==> src/shared/dac_pkg.sv <==
/*
 * constants, types and helper functions shared by the dac action block and its serial frame receiver.
 * assumes a single 100 MHz ref_clk domain; serial pins are sampled, never used as clocks.
 */
// Function
// - load bit transfers input code to dac
// - clear bit loads stored clear code
// - reset bit restores full power-up state
// - clear action ignored while load pin low
// - load action ignored while clear pin low
// - action register: write, address 100, reserved bits
// - power-up sets every register to default
// - power-up: tristated, refs off, output clamped
// - unwritten dac gives negative reference level
// - tristate bit alone tristates, both clear normal
// - clamp bit clamps output whatever tristate holds
// - format 0 twos complement, 1 offset binary
// - clear code register, address 011, 20 bits
// - action bits act like pulsing matching pins
`default_nettype none
package dac_pkg;

   // =====================================================
   // frame layout
   localparam int FRAME_BITS = 24;      // bits in one serial frame
   localparam int DAC_W = 20;           // dac code width
   localparam int CNT_W = 5;            // frame bit counter width

   typedef struct packed {
      logic rw;                        // 1 = read, 0 = write
      logic [2:0] addr;                // register address
      logic [DAC_W-1:0] data;          // register data
   } frame_t;

   // =====================================================
   // register addresses
   localparam logic [2:0] ADDR_DAC = 3'h1;     // dac input code
   localparam logic [2:0] ADDR_CTRL = 3'h2;    // control register
   localparam logic [2:0] ADDR_CLEAR = 3'h3;   // clear code
   localparam logic [2:0] ADDR_ACTION = 3'h4;  // action strobes

   // =====================================================
   // action register bit positions
   localparam int ACT_LOAD = 0;        // load strobe
   localparam int ACT_CLEAR = 1;       // clear-to-code strobe
   localparam int ACT_RESET = 2;       // full reset

   // =====================================================
   // control register layout
   localparam int CTRL_FB = 1;         // feedback buffer select position
   localparam int CTRL_GND = 2;        // output ground clamp position
   localparam int CTRL_TRI = 3;        // output tristate position
   localparam int CTRL_FMT = 4;        // code format select position

   typedef struct packed {
      logic code_format_select;        // 0 twos complement, 1 offset binary
      logic output_tristate_bit;       // 1 tristates the output
      logic output_ground_clamp;       // 1 clamps the output to ground
      logic feedback_buffer_select;    // 1 parallel feedback resistors
   } ctrl_t;

   // =====================================================
   // reset values
   localparam ctrl_t CTRL_RST = '{code_format_select: 1'b0, output_tristate_bit: 1'b1,
                                  output_ground_clamp: 1'b1, feedback_buffer_select: 1'b0};
   localparam logic [DAC_W-1:0] CODE_RST = 20'h0_0000;     // input, dac and clear codes
   localparam logic [DAC_W-1:0] LEVEL_NEG = 20'h0_0000;    // ladder code at negative reference
   localparam logic [DAC_W-1:0] TWOS_FLIP = 20'h8_0000;    // sign bit flip for twos complement

   // ladder code from a register code under the selected format
   function automatic logic [DAC_W-1:0] code_to_level(input logic [DAC_W-1:0] code, input logic offset_bin);
      code_to_level = offset_bin ? code : (code ^ TWOS_FLIP);
   endfunction

endpackage
`default_nettype wire

==> src/rtl/dac_action_core.sv <==
/*
 * dac register bank with action strobes, output state logic and feedback select.
 * assumes the serial pins and the load/clear pins come from outside the ref_clk domain.
 */
`timescale 1ns/1ns
`default_nettype none
module dac_action_core (
   input wire logic ref_clk,                  // 100 MHz system clock
   input wire logic arst_n,                   // power-on reset, async, active low
   input wire logic sclk,                     // serial clock pin
   input wire logic sync_n,                   // frame select pin, active low
   input wire logic sdin,                     // serial data pin
   input wire logic load_dac_strobe_n,        // external load pin, active low
   input wire logic clear_to_code_n,          // external clear pin, active low
   output logic [dac_pkg::DAC_W-1:0] out_level,  // ladder code driven to the converter
   output logic out_tristate,                 // output stage tristated
   output logic out_clamp,                    // output clamped to analog_ground
   output logic ref_connect,                  // reference inputs connected
   output logic fb_parallel,                  // feedback resistors in parallel
   output logic offset_binary                 // current code format
);
   import dac_pkg::*;

   // =====================================================
   // frame receiver
   logic frm_valid;                           // frame pulse
   frame_t frm;                               // frame content

   frame_receiver u_rx (
      .ref_clk(ref_clk),
      .arst_n(arst_n),
      .sclk(sclk),
      .sync_n(sync_n),
      .sdin(sdin),
      .frm_valid(frm_valid),
      .frm(frm)
   );

   // =====================================================
   // pin synchronisers for load and clear
   logic [1:0] pin_meta_r;                    // first stage, read only by second
   logic load_dac_strobe_s_r, clr_s_r;                   // synced pin levels
   logic load_dac_strobe_prev_r, clr_prev_r;             // previous synced levels

   always_ff @(posedge ref_clk or negedge arst_n) begin
      if (!arst_n) begin
         pin_meta_r <= 2'h3;
         load_dac_strobe_s_r <= 1'b1;
         clr_s_r <= 1'b1;
         load_dac_strobe_prev_r <= 1'b1;
         clr_prev_r <= 1'b1;
      end else begin
         pin_meta_r <= {load_dac_strobe_n, clear_to_code_n};
         load_dac_strobe_s_r <= pin_meta_r[1];
         clr_s_r <= pin_meta_r[0];
         load_dac_strobe_prev_r <= load_dac_strobe_s_r;
         clr_prev_r <= clr_s_r;
      end
   end

   // =====================================================
   // register bank next values
   logic [DAC_W-1:0] input_r, input_nxt;      // code waiting for a load
   logic [DAC_W-1:0] dac_r, dac_nxt;          // dac register
   logic [DAC_W-1:0] clear_r, clear_nxt;      // stored clear code
   ctrl_t ctrl_r, ctrl_nxt;                   // control register
   logic loaded_r, loaded_nxt;                // dac register written since reset
   logic wr, act, do_reset, do_clear, do_load;  // decoded strobes

   always_comb begin
      wr = frm_valid & ~frm.rw;
      act = wr & (frm.addr == ADDR_ACTION);
      // strobes exist only on this write, never stored
      do_reset = act & frm.data[ACT_RESET];
      // register bit acts as a pin pulse, blocked by the other pin
      do_clear = ((act & frm.data[ACT_CLEAR]) & load_dac_strobe_s_r) | (clr_prev_r & ~clr_s_r);
      do_load = ((act & frm.data[ACT_LOAD]) & clr_s_r) | (load_dac_strobe_prev_r & ~load_dac_strobe_s_r);
      input_nxt = input_r;
      dac_nxt = dac_r;
      clear_nxt = clear_r;
      ctrl_nxt = ctrl_r;
      loaded_nxt = loaded_r;
      if (do_reset) begin
         // software reset: same state as power-up
         input_nxt = CODE_RST;
         dac_nxt = CODE_RST;
         clear_nxt = CODE_RST;
         ctrl_nxt = CTRL_RST;
         loaded_nxt = 1'b0;
      end else begin
         if (wr && frm.addr == ADDR_DAC) begin
            // new code waits for a load
            input_nxt = frm.data;
         end
         if (wr && frm.addr == ADDR_CLEAR) begin
            // 20-bit clear code
            clear_nxt = frm.data;
         end
         if (wr && frm.addr == ADDR_CTRL) begin
            // control fields from their bit positions
            ctrl_nxt.feedback_buffer_select = frm.data[CTRL_FB];
            ctrl_nxt.output_ground_clamp = frm.data[CTRL_GND];
            ctrl_nxt.output_tristate_bit = frm.data[CTRL_TRI];
            ctrl_nxt.code_format_select = frm.data[CTRL_FMT];
         end
         if (do_clear) begin
            // clear wins over a load in the same cycle
            dac_nxt = clear_r;
            loaded_nxt = 1'b1;
         end else if (do_load) begin
            // transfer input code
            dac_nxt = input_r;
            loaded_nxt = 1'b1;
         end
      end
   end

   // =====================================================
   // register bank flip-flops, defaults at power-up
   always_ff @(posedge ref_clk or negedge arst_n) begin
      if (!arst_n) begin
         input_r <= CODE_RST;
         dac_r <= CODE_RST;
         clear_r <= CODE_RST;
         ctrl_r <= CTRL_RST;
         loaded_r <= 1'b0;
      end else begin
         input_r <= input_nxt;
         dac_r <= dac_nxt;
         clear_r <= clear_nxt;
         ctrl_r <= ctrl_nxt;
         loaded_r <= loaded_nxt;
      end
   end

   // =====================================================
   // output state next values
   logic [DAC_W-1:0] level_r, level_nxt;      // ladder code
   logic tri_r, tri_nxt;                      // tristate
   logic clamp_r, clamp_nxt;                  // ground clamp
   logic refc_r, refc_nxt;                    // references connected
   logic fb_r, fb_nxt;                        // feedback select
   logic fmt_r, fmt_nxt;                      // format shown

   always_comb begin
      // unwritten dac sits at negative reference
      level_nxt = loaded_r ? code_to_level(dac_r, ctrl_r.code_format_select) : LEVEL_NEG;
      // clamp overrides tristate bit
      clamp_nxt = ctrl_r.output_ground_clamp;
      // tristate bit alone, or clamp, tristates the dac
      tri_nxt = ctrl_r.output_tristate_bit | ctrl_r.output_ground_clamp;
      refc_nxt = ~tri_nxt;
      // host picks unity or x2 feedback
      fb_nxt = ctrl_r.feedback_buffer_select;
      fmt_nxt = ctrl_r.code_format_select;
   end

   // =====================================================
   // output flip-flops
   always_ff @(posedge ref_clk or negedge arst_n) begin
      if (!arst_n) begin
         level_r <= LEVEL_NEG;
         tri_r <= 1'b1;
         clamp_r <= 1'b1;
         refc_r <= 1'b0;
         fb_r <= 1'b0;
         fmt_r <= 1'b0;
      end else begin
         level_r <= level_nxt;
         tri_r <= tri_nxt;
         clamp_r <= clamp_nxt;
         refc_r <= refc_nxt;
         fb_r <= fb_nxt;
         fmt_r <= fmt_nxt;
      end
   end

   assign out_level = level_r;
   assign out_tristate = tri_r;
   assign out_clamp = clamp_r;
   assign ref_connect = refc_r;
   assign fb_parallel = fb_r;
   assign offset_binary = fmt_r;
endmodule // dac_action_core
`default_nettype wire

==> src/rtl/frame_receiver.sv <==
/*
 * serial frame receiver: samples the 3-wire port pins, shifts data on serial clock falling edges.
 * assumes sclk is much slower than ref_clk (at least four ref_clk periods per sclk half period).
 */
`timescale 1ns/1ns
`default_nettype none
module frame_receiver (
   input wire logic ref_clk,                  // system clock
   input wire logic arst_n,                   // async reset, active low
   input wire logic sclk,                     // serial clock pin
   input wire logic sync_n,                   // frame select pin, active low
   input wire logic sdin,                     // serial data pin
   output logic frm_valid,                    // one-cycle pulse, whole frame taken
   output dac_pkg::frame_t frm                // frame content, valid with frm_valid
);
   import dac_pkg::*;

   // =====================================================
   // pin synchronisers and state
   logic [2:0] meta_r;                        // first stage, read only by second
   logic [2:0] pin_r;                         // second stage: sclk, sync_n, sdin
   logic sclk_prev_r, sync_prev_r;            // previous synced levels
   logic [FRAME_BITS-1:0] shift_r, shift_nxt; // shift register
   logic [CNT_W-1:0] cnt_r, cnt_nxt;          // bits taken in this frame
   logic valid_r, valid_nxt;                  // frame pulse
   frame_t frm_r, frm_nxt;                    // latched frame
   logic fall, frame_end;                     // detected events

   // =====================================================
   // next values
   always_comb begin
      fall = sclk_prev_r & ~pin_r[2] & ~pin_r[1];
      frame_end = ~sync_prev_r & pin_r[1];
      shift_nxt = shift_r;
      cnt_nxt = cnt_r;
      valid_nxt = 1'b0;
      frm_nxt = frm_r;
      if (sync_prev_r && !pin_r[1]) begin
         // frame start clears the count
         cnt_nxt = '0;
      end else if (fall) begin
         // msb first, count saturates on overlong frames
         shift_nxt = {shift_r[FRAME_BITS-2:0], pin_r[0]};
         if (cnt_r != '1) begin
            cnt_nxt = cnt_r + 1'b1;
         end
      end
      if (frame_end && cnt_r == CNT_W'(FRAME_BITS)) begin
         // only exact-length frames are taken
         valid_nxt = 1'b1;
         frm_nxt = frame_t'(shift_r);
      end
   end

   // =====================================================
   // registers
   always_ff @(posedge ref_clk or negedge arst_n) begin
      if (!arst_n) begin
         // idle levels, sclk and sync_n high, so no false edge follows reset
         meta_r <= 3'h6;
         pin_r <= 3'h6;
         sclk_prev_r <= 1'b1;
         sync_prev_r <= 1'b1;
         shift_r <= '0;
         cnt_r <= '0;
         valid_r <= 1'b0;
         frm_r <= '0;
      end else begin
         meta_r <= {sclk, sync_n, sdin};
         pin_r <= meta_r;
         sclk_prev_r <= pin_r[2];
         sync_prev_r <= pin_r[1];
         shift_r <= shift_nxt;
         cnt_r <= cnt_nxt;
         valid_r <= valid_nxt;
         frm_r <= frm_nxt;
      end
   end

   assign frm_valid = valid_r;
   assign frm = frm_r;

endmodule // frame_receiver
`default_nettype wire

==> config.mk <==
export PLATFORM = sky130hd
export DESIGN_NAME = dac_action_core
export DESIGN_NICKNAME = d
export VERILOG_FILES = /design/src/shared/dac_pkg.sv /design/src/rtl/dac_action_core.sv /design/src/rtl/frame_receiver.sv
export SDC_FILE = /design/constraint.sdc
export NUM_CORES = 1
export LEC_CHECK = 0
export ABC_AREA = 1
export BUFFER_PORTS_ARGS = -buffer_cell sky130_fd_sc_hd__clkbuf_2
export CAP_MARGIN = 20
export CORE_UTILIZATION = 56
export CTS_CLUSTER_DIAMETER = 100
export DETAILED_ROUTE_END_ITERATION = 8
export PLACE_DENSITY = 0.82
export SYNTH_ARGS = -nofsm -noshare
export SYNTH_HDL_FRONTEND = slang
export SYNTH_HIERARCHICAL = 1
export SYNTH_SLANG_ARGS = --single-unit
export TNS_END_PERCENT = 100
==> constraint.sdc <==
create_clock -name ref_clk -period 2.4 [get_ports ref_clk]
set_clock_uncertainty 0.15 [all_clocks]
set_input_delay 0.24 -clock ref_clk [delete_from_list [all_inputs] [get_ports ref_clk]]
set_output_delay 0.24 -clock ref_clk [all_outputs]
set_load 0.02 [all_outputs]
## Word-level counts from Yosys, hierarchy flattened

Cells that the tools add are included.

- Register bits: 158
- Bits of input ports: 7
- Output and inout port bits: 25
- Word-level logic and storage cells: 92

- Add/subtract/negate cells: 1
- Equality and inequality tests: 6
- Multiplexer cells: 18
- Bitwise logic cells: 24
- Reductions and logical operators: 14

Operators by type and width:

| kind | number |
|---|---|
| $mux W20 | 9 |
| $mux W5 | 3 |
| $and A1 B1 Y1 | 12 |
| $reduce_bool A2 Y1 | 5 |
| $not A1 Y1 | 9 |
| $mux W4 | 2 |
| $eq A3 B2 Y1 const B | 2 |
| $add A5 B1 Y5 const B | 1 |
| $eq A5 B5 Y1 const B | 1 |
| $logic_and A1 B1 Y1 | 5 |
| $ne A5 B5 Y1 const B | 1 |
| $mux W1 | 4 |
| $reduce_and A2 Y1 | 2 |
| $eq A3 B1 Y1 const B | 1 |
| $eq A3 B3 Y1 const B | 1 |
| $or A1 B1 Y1 | 3 |
| $reduce_bool A3 Y1 | 1 |
| $logic_not A1 Y1 | 1 |

## Longest topological paths before layout

Gate-level depths: netlist of run 1.

- Depth after elaboration: 9
- Depth in mapped cells: 10
- Depth with buffers taken out: 9

## Hierarchy

Netlist of run 1, hierarchy kept.

Modules (own cells, without submodules):

| module | times used | cells an instance | area each (µm²) | seq. area each (µm²) |
|---|---|---|---|---|
| dac_action_core | 1 | 452 | 3,993.8 | 2,414.8 |
| frame_receiver | 1 | 239 | 2,477.4 | 1,559.0 |

## Worst setup path after synthesis of run 1

No wires, ideal clock.

- Path kind: reg-to-reg
- From: register u_rx.cnt_r[0]
- To: register u_rx.cnt_r[0]
- Setup time: 0.120 ns
- Arrival time: 1.238 ns
- Data required time: 2.130 ns
- Path slack: 0.892 ns
- Stages on the path, launching flop included: 8
- Path buffers: 0
- Period minus slack after synthesis: 1.508 ns
- Path through: dfrtp_1 > ha_1 > nand2_1 > nor2_1 > ha_1 > nand3b_1 > nor2_1 > nor2_1

- Cells in the longest elaborated chain, start to end: 4
- Elaborated cells on any way between the ends: 7
- Those cells by class: add/sub: 1; eq/ne: 1; mux: 3; reduce/logical: 2

RTL lines:

| what | line | text |
|---|---|---|
| from (decl) | frame_receiver.sv:24 | `logic [CNT_W-1:0] cnt_r, cnt_nxt;` |
| from (signal assigned) | frame_receiver.sv:74 | `cnt_r <= cnt_nxt;` |
| $add A5 B1 Y5 | frame_receiver.sv:45 | `cnt_nxt = cnt_r + 1'b1;` |
| $mux W5 | frame_receiver.sv:44 | `if (cnt_r != '1) begin` |
| $mux W5 | frame_receiver.sv:41 | `end else if (fall) begin` |
| $mux W5 | frame_receiver.sv:38 | `if (sync_prev_r && !pin_r[1]) begin` |

Parallel ways exist; a longest one is shown, timed or not. The select of a mux whose other input is x is not followed.
A chain may end at the register's enable or synchronous reset.

## Worst setup path after layout of run 1

- From: register u_rx.frm_r (netlist bit u_rx/frm[21])
- To: register input_r[18]

- Cells in the longest elaborated chain, start to end: 4
- Elaborated cells on any way between the ends: 7
- Those cells by class: eq/ne: 2; mux: 1; bitwise: 2; reduce/logical: 2

RTL lines:

| what | line | text |
|---|---|---|
| from (decl) | frame_receiver.sv:26 | `frame_t frm_r, frm_nxt;` |
| from (signal assigned) | frame_receiver.sv:76 | `frm_r <= frm_nxt;` |
| $eq A3 B3 Y1 | dac_action_core.sv:72 | `act = wr & (frm.addr == ADDR_ACTION);` |
| $and A1 B1 Y1 | dac_action_core.sv:72 |  |
| $and A1 B1 Y1 | dac_action_core.sv:74 | `do_reset = act & frm.data[ACT_RESET];` |
| $mux W20 or $reduce_bool A2 Y1 (tied branches) | - |  |
| to (signal assigned) | dac_action_core.sv:128 | `input_r <= input_nxt;` |
| to (decl) | dac_action_core.sv:63 | `logic [DAC_W-1:0] input_r, input_nxt;` |

Parallel ways exist; a longest one is shown, timed or not.

==> results of run 1 <==
[what timing repair did]
| item | 4_1_cts | 5_1_grt |
|---|---|---|
| buffers inserted | 0 | 0 |
| hold buffers | 6 | 0 |
| endpoints found under the hold margin | 57 | 0 |
| endpoints found under the setup margin | 9 | 41 |
| gates resized for setup | 1 | 3 |
[critical path, stage by stage (launching register included)]
cell     delay [ns]
dfrtp_1        0.45
nor2_1         0.11
nand4_4        0.10
buf_6          0.39
nand2_2        0.36
inv_4          0.32
nand2_1        0.10
nand2_1        0.09
[power breakdown]
group	switching, mW	internal, mW
combinational	0.131	0.0534
clock	1.03	2.09
sequential	0.0487	2.73
total	1.21	4.87
[layer usage]
layer  share of wire  track usage
met1            0.42        0.290
met2            0.50        0.385
met4           0.023        0.122
met5               0            0
met3           0.049       0.0498
[layout make-up]
class	instances	area, µm²
timing repair buffer	48	333
clock inverter	9	203
multi-input combinational	419	1980
tap	140	175
sequential	158	3970
fill	805	3570
inverter	79	299
clock buffer	23	498
[metrics by stage]
step	setup WS [ns]	cell area (µm²)
floorplan	0.892	6470
global placement	0.0962	6690
detailed placement	0.0112	6690
CTS	0.00934	7450
global route	0.0612	7460
finish	0.245	7460
[worst max-delay path by stage]
stage             startpoint            end  slack, ns  depth (start not counted)
3_3_place_gp    u_rx/frm[21]     input_r[1]        0.1                          7
2_1_floorplan  u_rx/cnt_r[0]  u_rx/cnt_r[0]       0.89                          7
5_1_grt         u_rx/frm[21]     input_r[7]       0.06                          7
6_report        u_rx/frm[21]    input_r[18]       0.24                          7
4_1_cts         u_rx/frm[22]      dac_r[17]      0.009                          8
3_5_place_dp    u_rx/frm[21]     input_r[4]       0.01                          7
[kinds of logic (layout without fill, tap and decap cells)]
logic type	count (synthesis)	in the layout	share of synthesized area
flops	158	158	0.614
fa+ha+maj	3	3	0.00580
buf+inv	114	159	0.0814
simple gates	338	338	0.228
compound gates	78	78	0.0710
[synthesized netlist by cell type, types with 2 or more instances]
| library cell | n |
|---|---|
| a21oi_1 | 3 |
| nor2_2 | 4 |
| o21a_1 | 2 |
| o211ai_1 | 2 |
| ha_1 | 3 |
| buf_6 | 9 |
| buf_4 | 4 |
| dfstp_2 | 16 |
| dfrtp_1 | 142 |
| nand3_1 | 103 |
| o21ai_0 | 25 |
| inv_1 | 75 |
| inv_2 | 4 |
| clkbuf_1 | 8 |
| nor2_1 | 12 |
| nand2_2 | 3 |
| buf_2 | 13 |
| nand2_1 | 208 |
| o21ai_2 | 15 |
| nand4_1 | 2 |
| o21ai_1 | 30 |
[state kept, by name, indices dropped and copies added, names as in the netlist, 2 cells and up]
| register | flops |
|---|---|
| u_rx/cnt_r | 5 |
| out_level | 20 |
| pin_meta_r | 2 |
| u_rx/shift_r | 24 |
| u_rx/pin_r | 3 |
| u_rx/meta_r | 3 |
| dac_r | 20 |
| clear_r | 20 |
| u_rx/frm | 24 |
| input_r | 20 |
==> metrics.yaml, run 1 <==
layout:
  fin_cells: 876
  utilization: 0.676
  layout_commonest_cell: "nand2_1"
  syn_to_final_growth_pct: 15.2
  fin_nets: 733
  layout-drive-gt1-share: 0.162
  n_antenna_cell: 0
  final_cell_mix: "nand2_1, dfrtp_1, nand3_1, inv_1"
floorplan:
  die_y_um: 109
  die_x_um: 109
  start_util: 0.587
  die_area_um2: 12000
  core_area_um2: 11000
  ios: 32
  row_count: 38
placement:
  numPortBuffers: 31
  dpl.cell_count: 838
  place_congestion: 0.785
  hpwl_um: 7380
worst_setup_path:
  reg2reg_from: "u_rx/frm[21]"
  critPathKind: "reg2reg"
  critPathRequiredTime_ns: 2.62
  critPathArrivalTime_ns: 2.37
  worstPathMaxFanout: 63
  r2r_end: "input_r[18]"
  start_kind: "flop"
  reg2reg_depth: 7
  end_kind: "flop"
  r2r_slack_ns: 0.24
timing:
  rsz0062_at_grt: "false"
  hold_violations: 0
  timing.final.crit_share: 0.898
  relSlewSlack: 0.617
  slew_violations: 0
  finalCriticalPeriod_ns: 2.16
  hold_ws_ns: 0.206
  setup_viol: 0
  setup-tns-final_ns: 0
  tightest_slew_ns: 0.575
  fmax_mhz: 464
power_and_ir_drop:
  powerDensity_nw_per_um2: 815
  leakage_nw: 3.89
  p_total_mw: 6.08
  peakVddDrop_uv: 557
logic_synthesis:
  ys_warn_count: 6
  synth-edff-count: 0
  yosys.area.top_type: "dfrtp_1"
  synthTopCellsByArea: "dfrtp_1, nand2_1, nand3_1, dfstp_2, inv_1"
  ys_seq_area_frac: 0.614
  synthFlopType: "dfrtp_1"
  syn-cell-area_um2: 6470
  synth.distinct_cells: 29
  synth_top_area_frac: 0.549
  ys_async_sr_fraction: 1.00
  synth_fp_nets: 701
  ys_ff_latch: 158
  synthCells: 691
  synth_area_per_cell_um2: 9.36
drt:
  dr_total_vias: 4669
  drt-total-wl_um: 12300
  drt_pass1_iterations: 5
  vias_per_cell: 5.33
  first_iter_violations: 328
  wl_per_cell_um: 14.1
  drc_errors: 0
  ant_nets: 0
global_route:
  grt_max_degree: 64
  grt_pass1_vias: 4586
  antenna_found_initial: 0
  grt_pass1_wl_um: 21300
  grt_overflow: 0
  grt_use_total: 0.233
run:
  maxCapViolCount: 0
status:
  status: "completed"
clock_network:
  cts_buffers: 17
  cts_tree: "built"
  cts.sinks: 158
  worst_skew_pair.late_latency_ns: 0.43
  clockBufferDepth: 2
  h-tree-depth: 4
  cts_root_buf: "clkbuf_16"
  clk_pin_slew_ns: 0.06
worst_hold_path:
  hp-class: "in2async"
(Power assumes the default switching activity.)
==> run 2, diff against run 1 <==
RECOVER_POWER = 50   (was default)
==> run 2 against run 1 <==
Effect of this change: the flow now finishes with violations (max-capacitance violations, max-slew violations); via count is 0.47% lower; sequential power barely moved; fmax grew 0.22%; design area is 0.12% lower; core utilization fell by 0.079 points; register-to-register slack about the same; power hardly changed; critical path type unchanged; largest power group unchanged.
==> metrics.yaml, run 2 (same netlist as run 1, synthesis figures left out) <==
power_and_ir_drop:
  leakage_nw: 3.89  # -0.12%
  powerDensity_nw_per_um2: 815  # about the same
  p_total_mw: 6.07  # about the same
  peakVddDrop_uv: 556  # -0.23%
floorplan:
  start_util: 0.587  # unchanged
  die_x_um: 109  # unchanged
  die_y_um: 109  # unchanged
  row_count: 38  # unchanged
  ios: 32  # unchanged
  core_area_um2: 11000  # unchanged
  die_area_um2: 12000  # unchanged
worst_setup_path:
  critPathArrivalTime_ns: 2.36  # about the same
  worstPathMaxFanout: 63  # unchanged
  critPathKind: "reg2reg"
  start_kind: "flop"
  end_kind: "flop"
  r2r_slack_ns: 0.25  # about the same
  critPathRequiredTime_ns: 2.61  # about the same
global_route:
  antenna_found_initial: 0  # unchanged
  grt_use_total: 0.233  # unchanged
  grt_max_degree: 64  # unchanged
  grt_pass1_vias: 4586  # unchanged
  grt_overflow: 0  # unchanged
  grt_pass1_wl_um: 21300  # unchanged
clock_network:
  cts.sinks: 158  # unchanged
  post_cts_buffers: 0  # unchanged
  cts_buffers: 17  # unchanged
  clockBufferDepth: 2  # unchanged
  cts_tree: "built"
  h-tree-depth: 4  # unchanged
  clk_pin_slew_ns: 0.06  # about the same
  worst_skew_pair.late_latency_ns: 0.43  # about the same
  cts_root_buf: "clkbuf_16"
placement:
  numPortBuffers: 31  # unchanged
  place_congestion: 0.785  # unchanged
  hpwl_um: 7380  # unchanged
drt:
  dr_total_vias: 4647  # -0.47%
  ant_nets: 0  # unchanged
  drt_pass1_iterations: 7  # +2
  drc_errors: 0  # unchanged
  drt-total-wl_um: 12300  # -0.16%
  wl_per_cell_um: 14.0  # -0.16%
  first_iter_violations: 336  # +2.4%
  vias_per_cell: 5.30  # -0.47%
layout:
  n_antenna_cell: 0  # unchanged
  layout_commonest_cell: "nand2_1"
  syn_to_final_growth_pct: 15.1
  fin_nets: 733  # unchanged
  final_cell_mix: "nand2_1, dfrtp_1, nand3_1, inv_1, clkbuf_2"
  layout-drive-gt1-share: 0.155  # -0.00679
status:
  status: "complete, but fails checks"
  violations: "max-capacitance violations, max-slew violations"
timing:
  setup_viol: 0  # unchanged
  rsz0062_at_grt: "false"
  finalCriticalPeriod_ns: 2.15  # -0.00476 ns
  slew_violations: 63  # +63
  timing.final.crit_share: 0.896  # -0.00198
  hold_violations: 0  # unchanged
  relSlewSlack: -0.0371  # -0.654
  setup-tns-final_ns: 0  # unchanged
  fmax_mhz: 465  # +0.22%
  tightest_slew_ns: 1.56  # +0.981 ns
worst_hold_path:
  hp-class: "reg2reg"
run:
  maxCapViolCount: 1  # +1
-- run 2: final timing paths --
check                               start             to  depth (start not counted)
min                        u_rx/meta_r[0]  u_rx/pin_r[0]                          0
min in group asynchronous          arst_n    fb_parallel                          2
max in group asynchronous          arst_n    u_rx/frm[3]                          3
max reg2reg                  u_rx/frm[21]    input_r[18]                          7
max                          u_rx/frm[21]    input_r[18]                          7
min reg2reg                u_rx/meta_r[0]  u_rx/pin_r[0]                          0
-- run 2: critical path, cell delays in order (launching register included) --
cell	delay (ns)
dfrtp_1	0.45
nor2_1	0.11
nand4_4	0.10
buf_6	0.39
nand2_2	0.36
inv_4	0.32
nand2_1	0.10
nand2_1	0.09
-- run 2: cell type report --
cell class,count,area (µm²)
well taps,140,175
multi-input cells,419,1980
flip-flops and latches,158,3970
clock buffers,23,498
repair buffers,48,324
clock inverters,9,203
inverters,79,299
fillers,806,3580
-- run 2: what timing repair did --
| action | in CTS | in global routing |
|---|---|---|
| hold buffers | 6 | 0 |
| setup endpoints to repair | 9 | 41 |
| endpoints found under the hold margin | 57 | 0 |
| resized for setup | 1 | 3 |
-- run 2: metrics by stage --
step	instances	hold slack (ns)	setup slack, ns	util	cell area, µm²
2_1_floorplan	691	-0.206	0.892	-	6470
3_3_place_gp	838	0.108	0.0962	0.606	6690
3_5_place_dp	838	0.109	0.0112	0.606	6690
4_1_cts	876	0.206	0.00934	0.675	7450
5_1_grt	876	0.215	0.0612	0.675	7450
6_report	876	0.207	0.249	0.675	7450
-- run 2: report_power, final --
| part | switching [mW] | internal (mW) |
|---|---|---|
| Combinational | 0.131 | 0.0521 |
| Clock | 1.02 | 2.09 |
| Sequential | 0.0492 | 2.73 |
-- run 2: per-layer routing --
metal / GRT usage / wire length, µm / part of all wire
met5: 0 / 0 / 0
met4: 0.122 / 289 / 0.023
met3: 0.0498 / 580 / 0.047
met2: 0.385 / 6200 / 0.50
met1: 0.290 / 5240 / 0.43
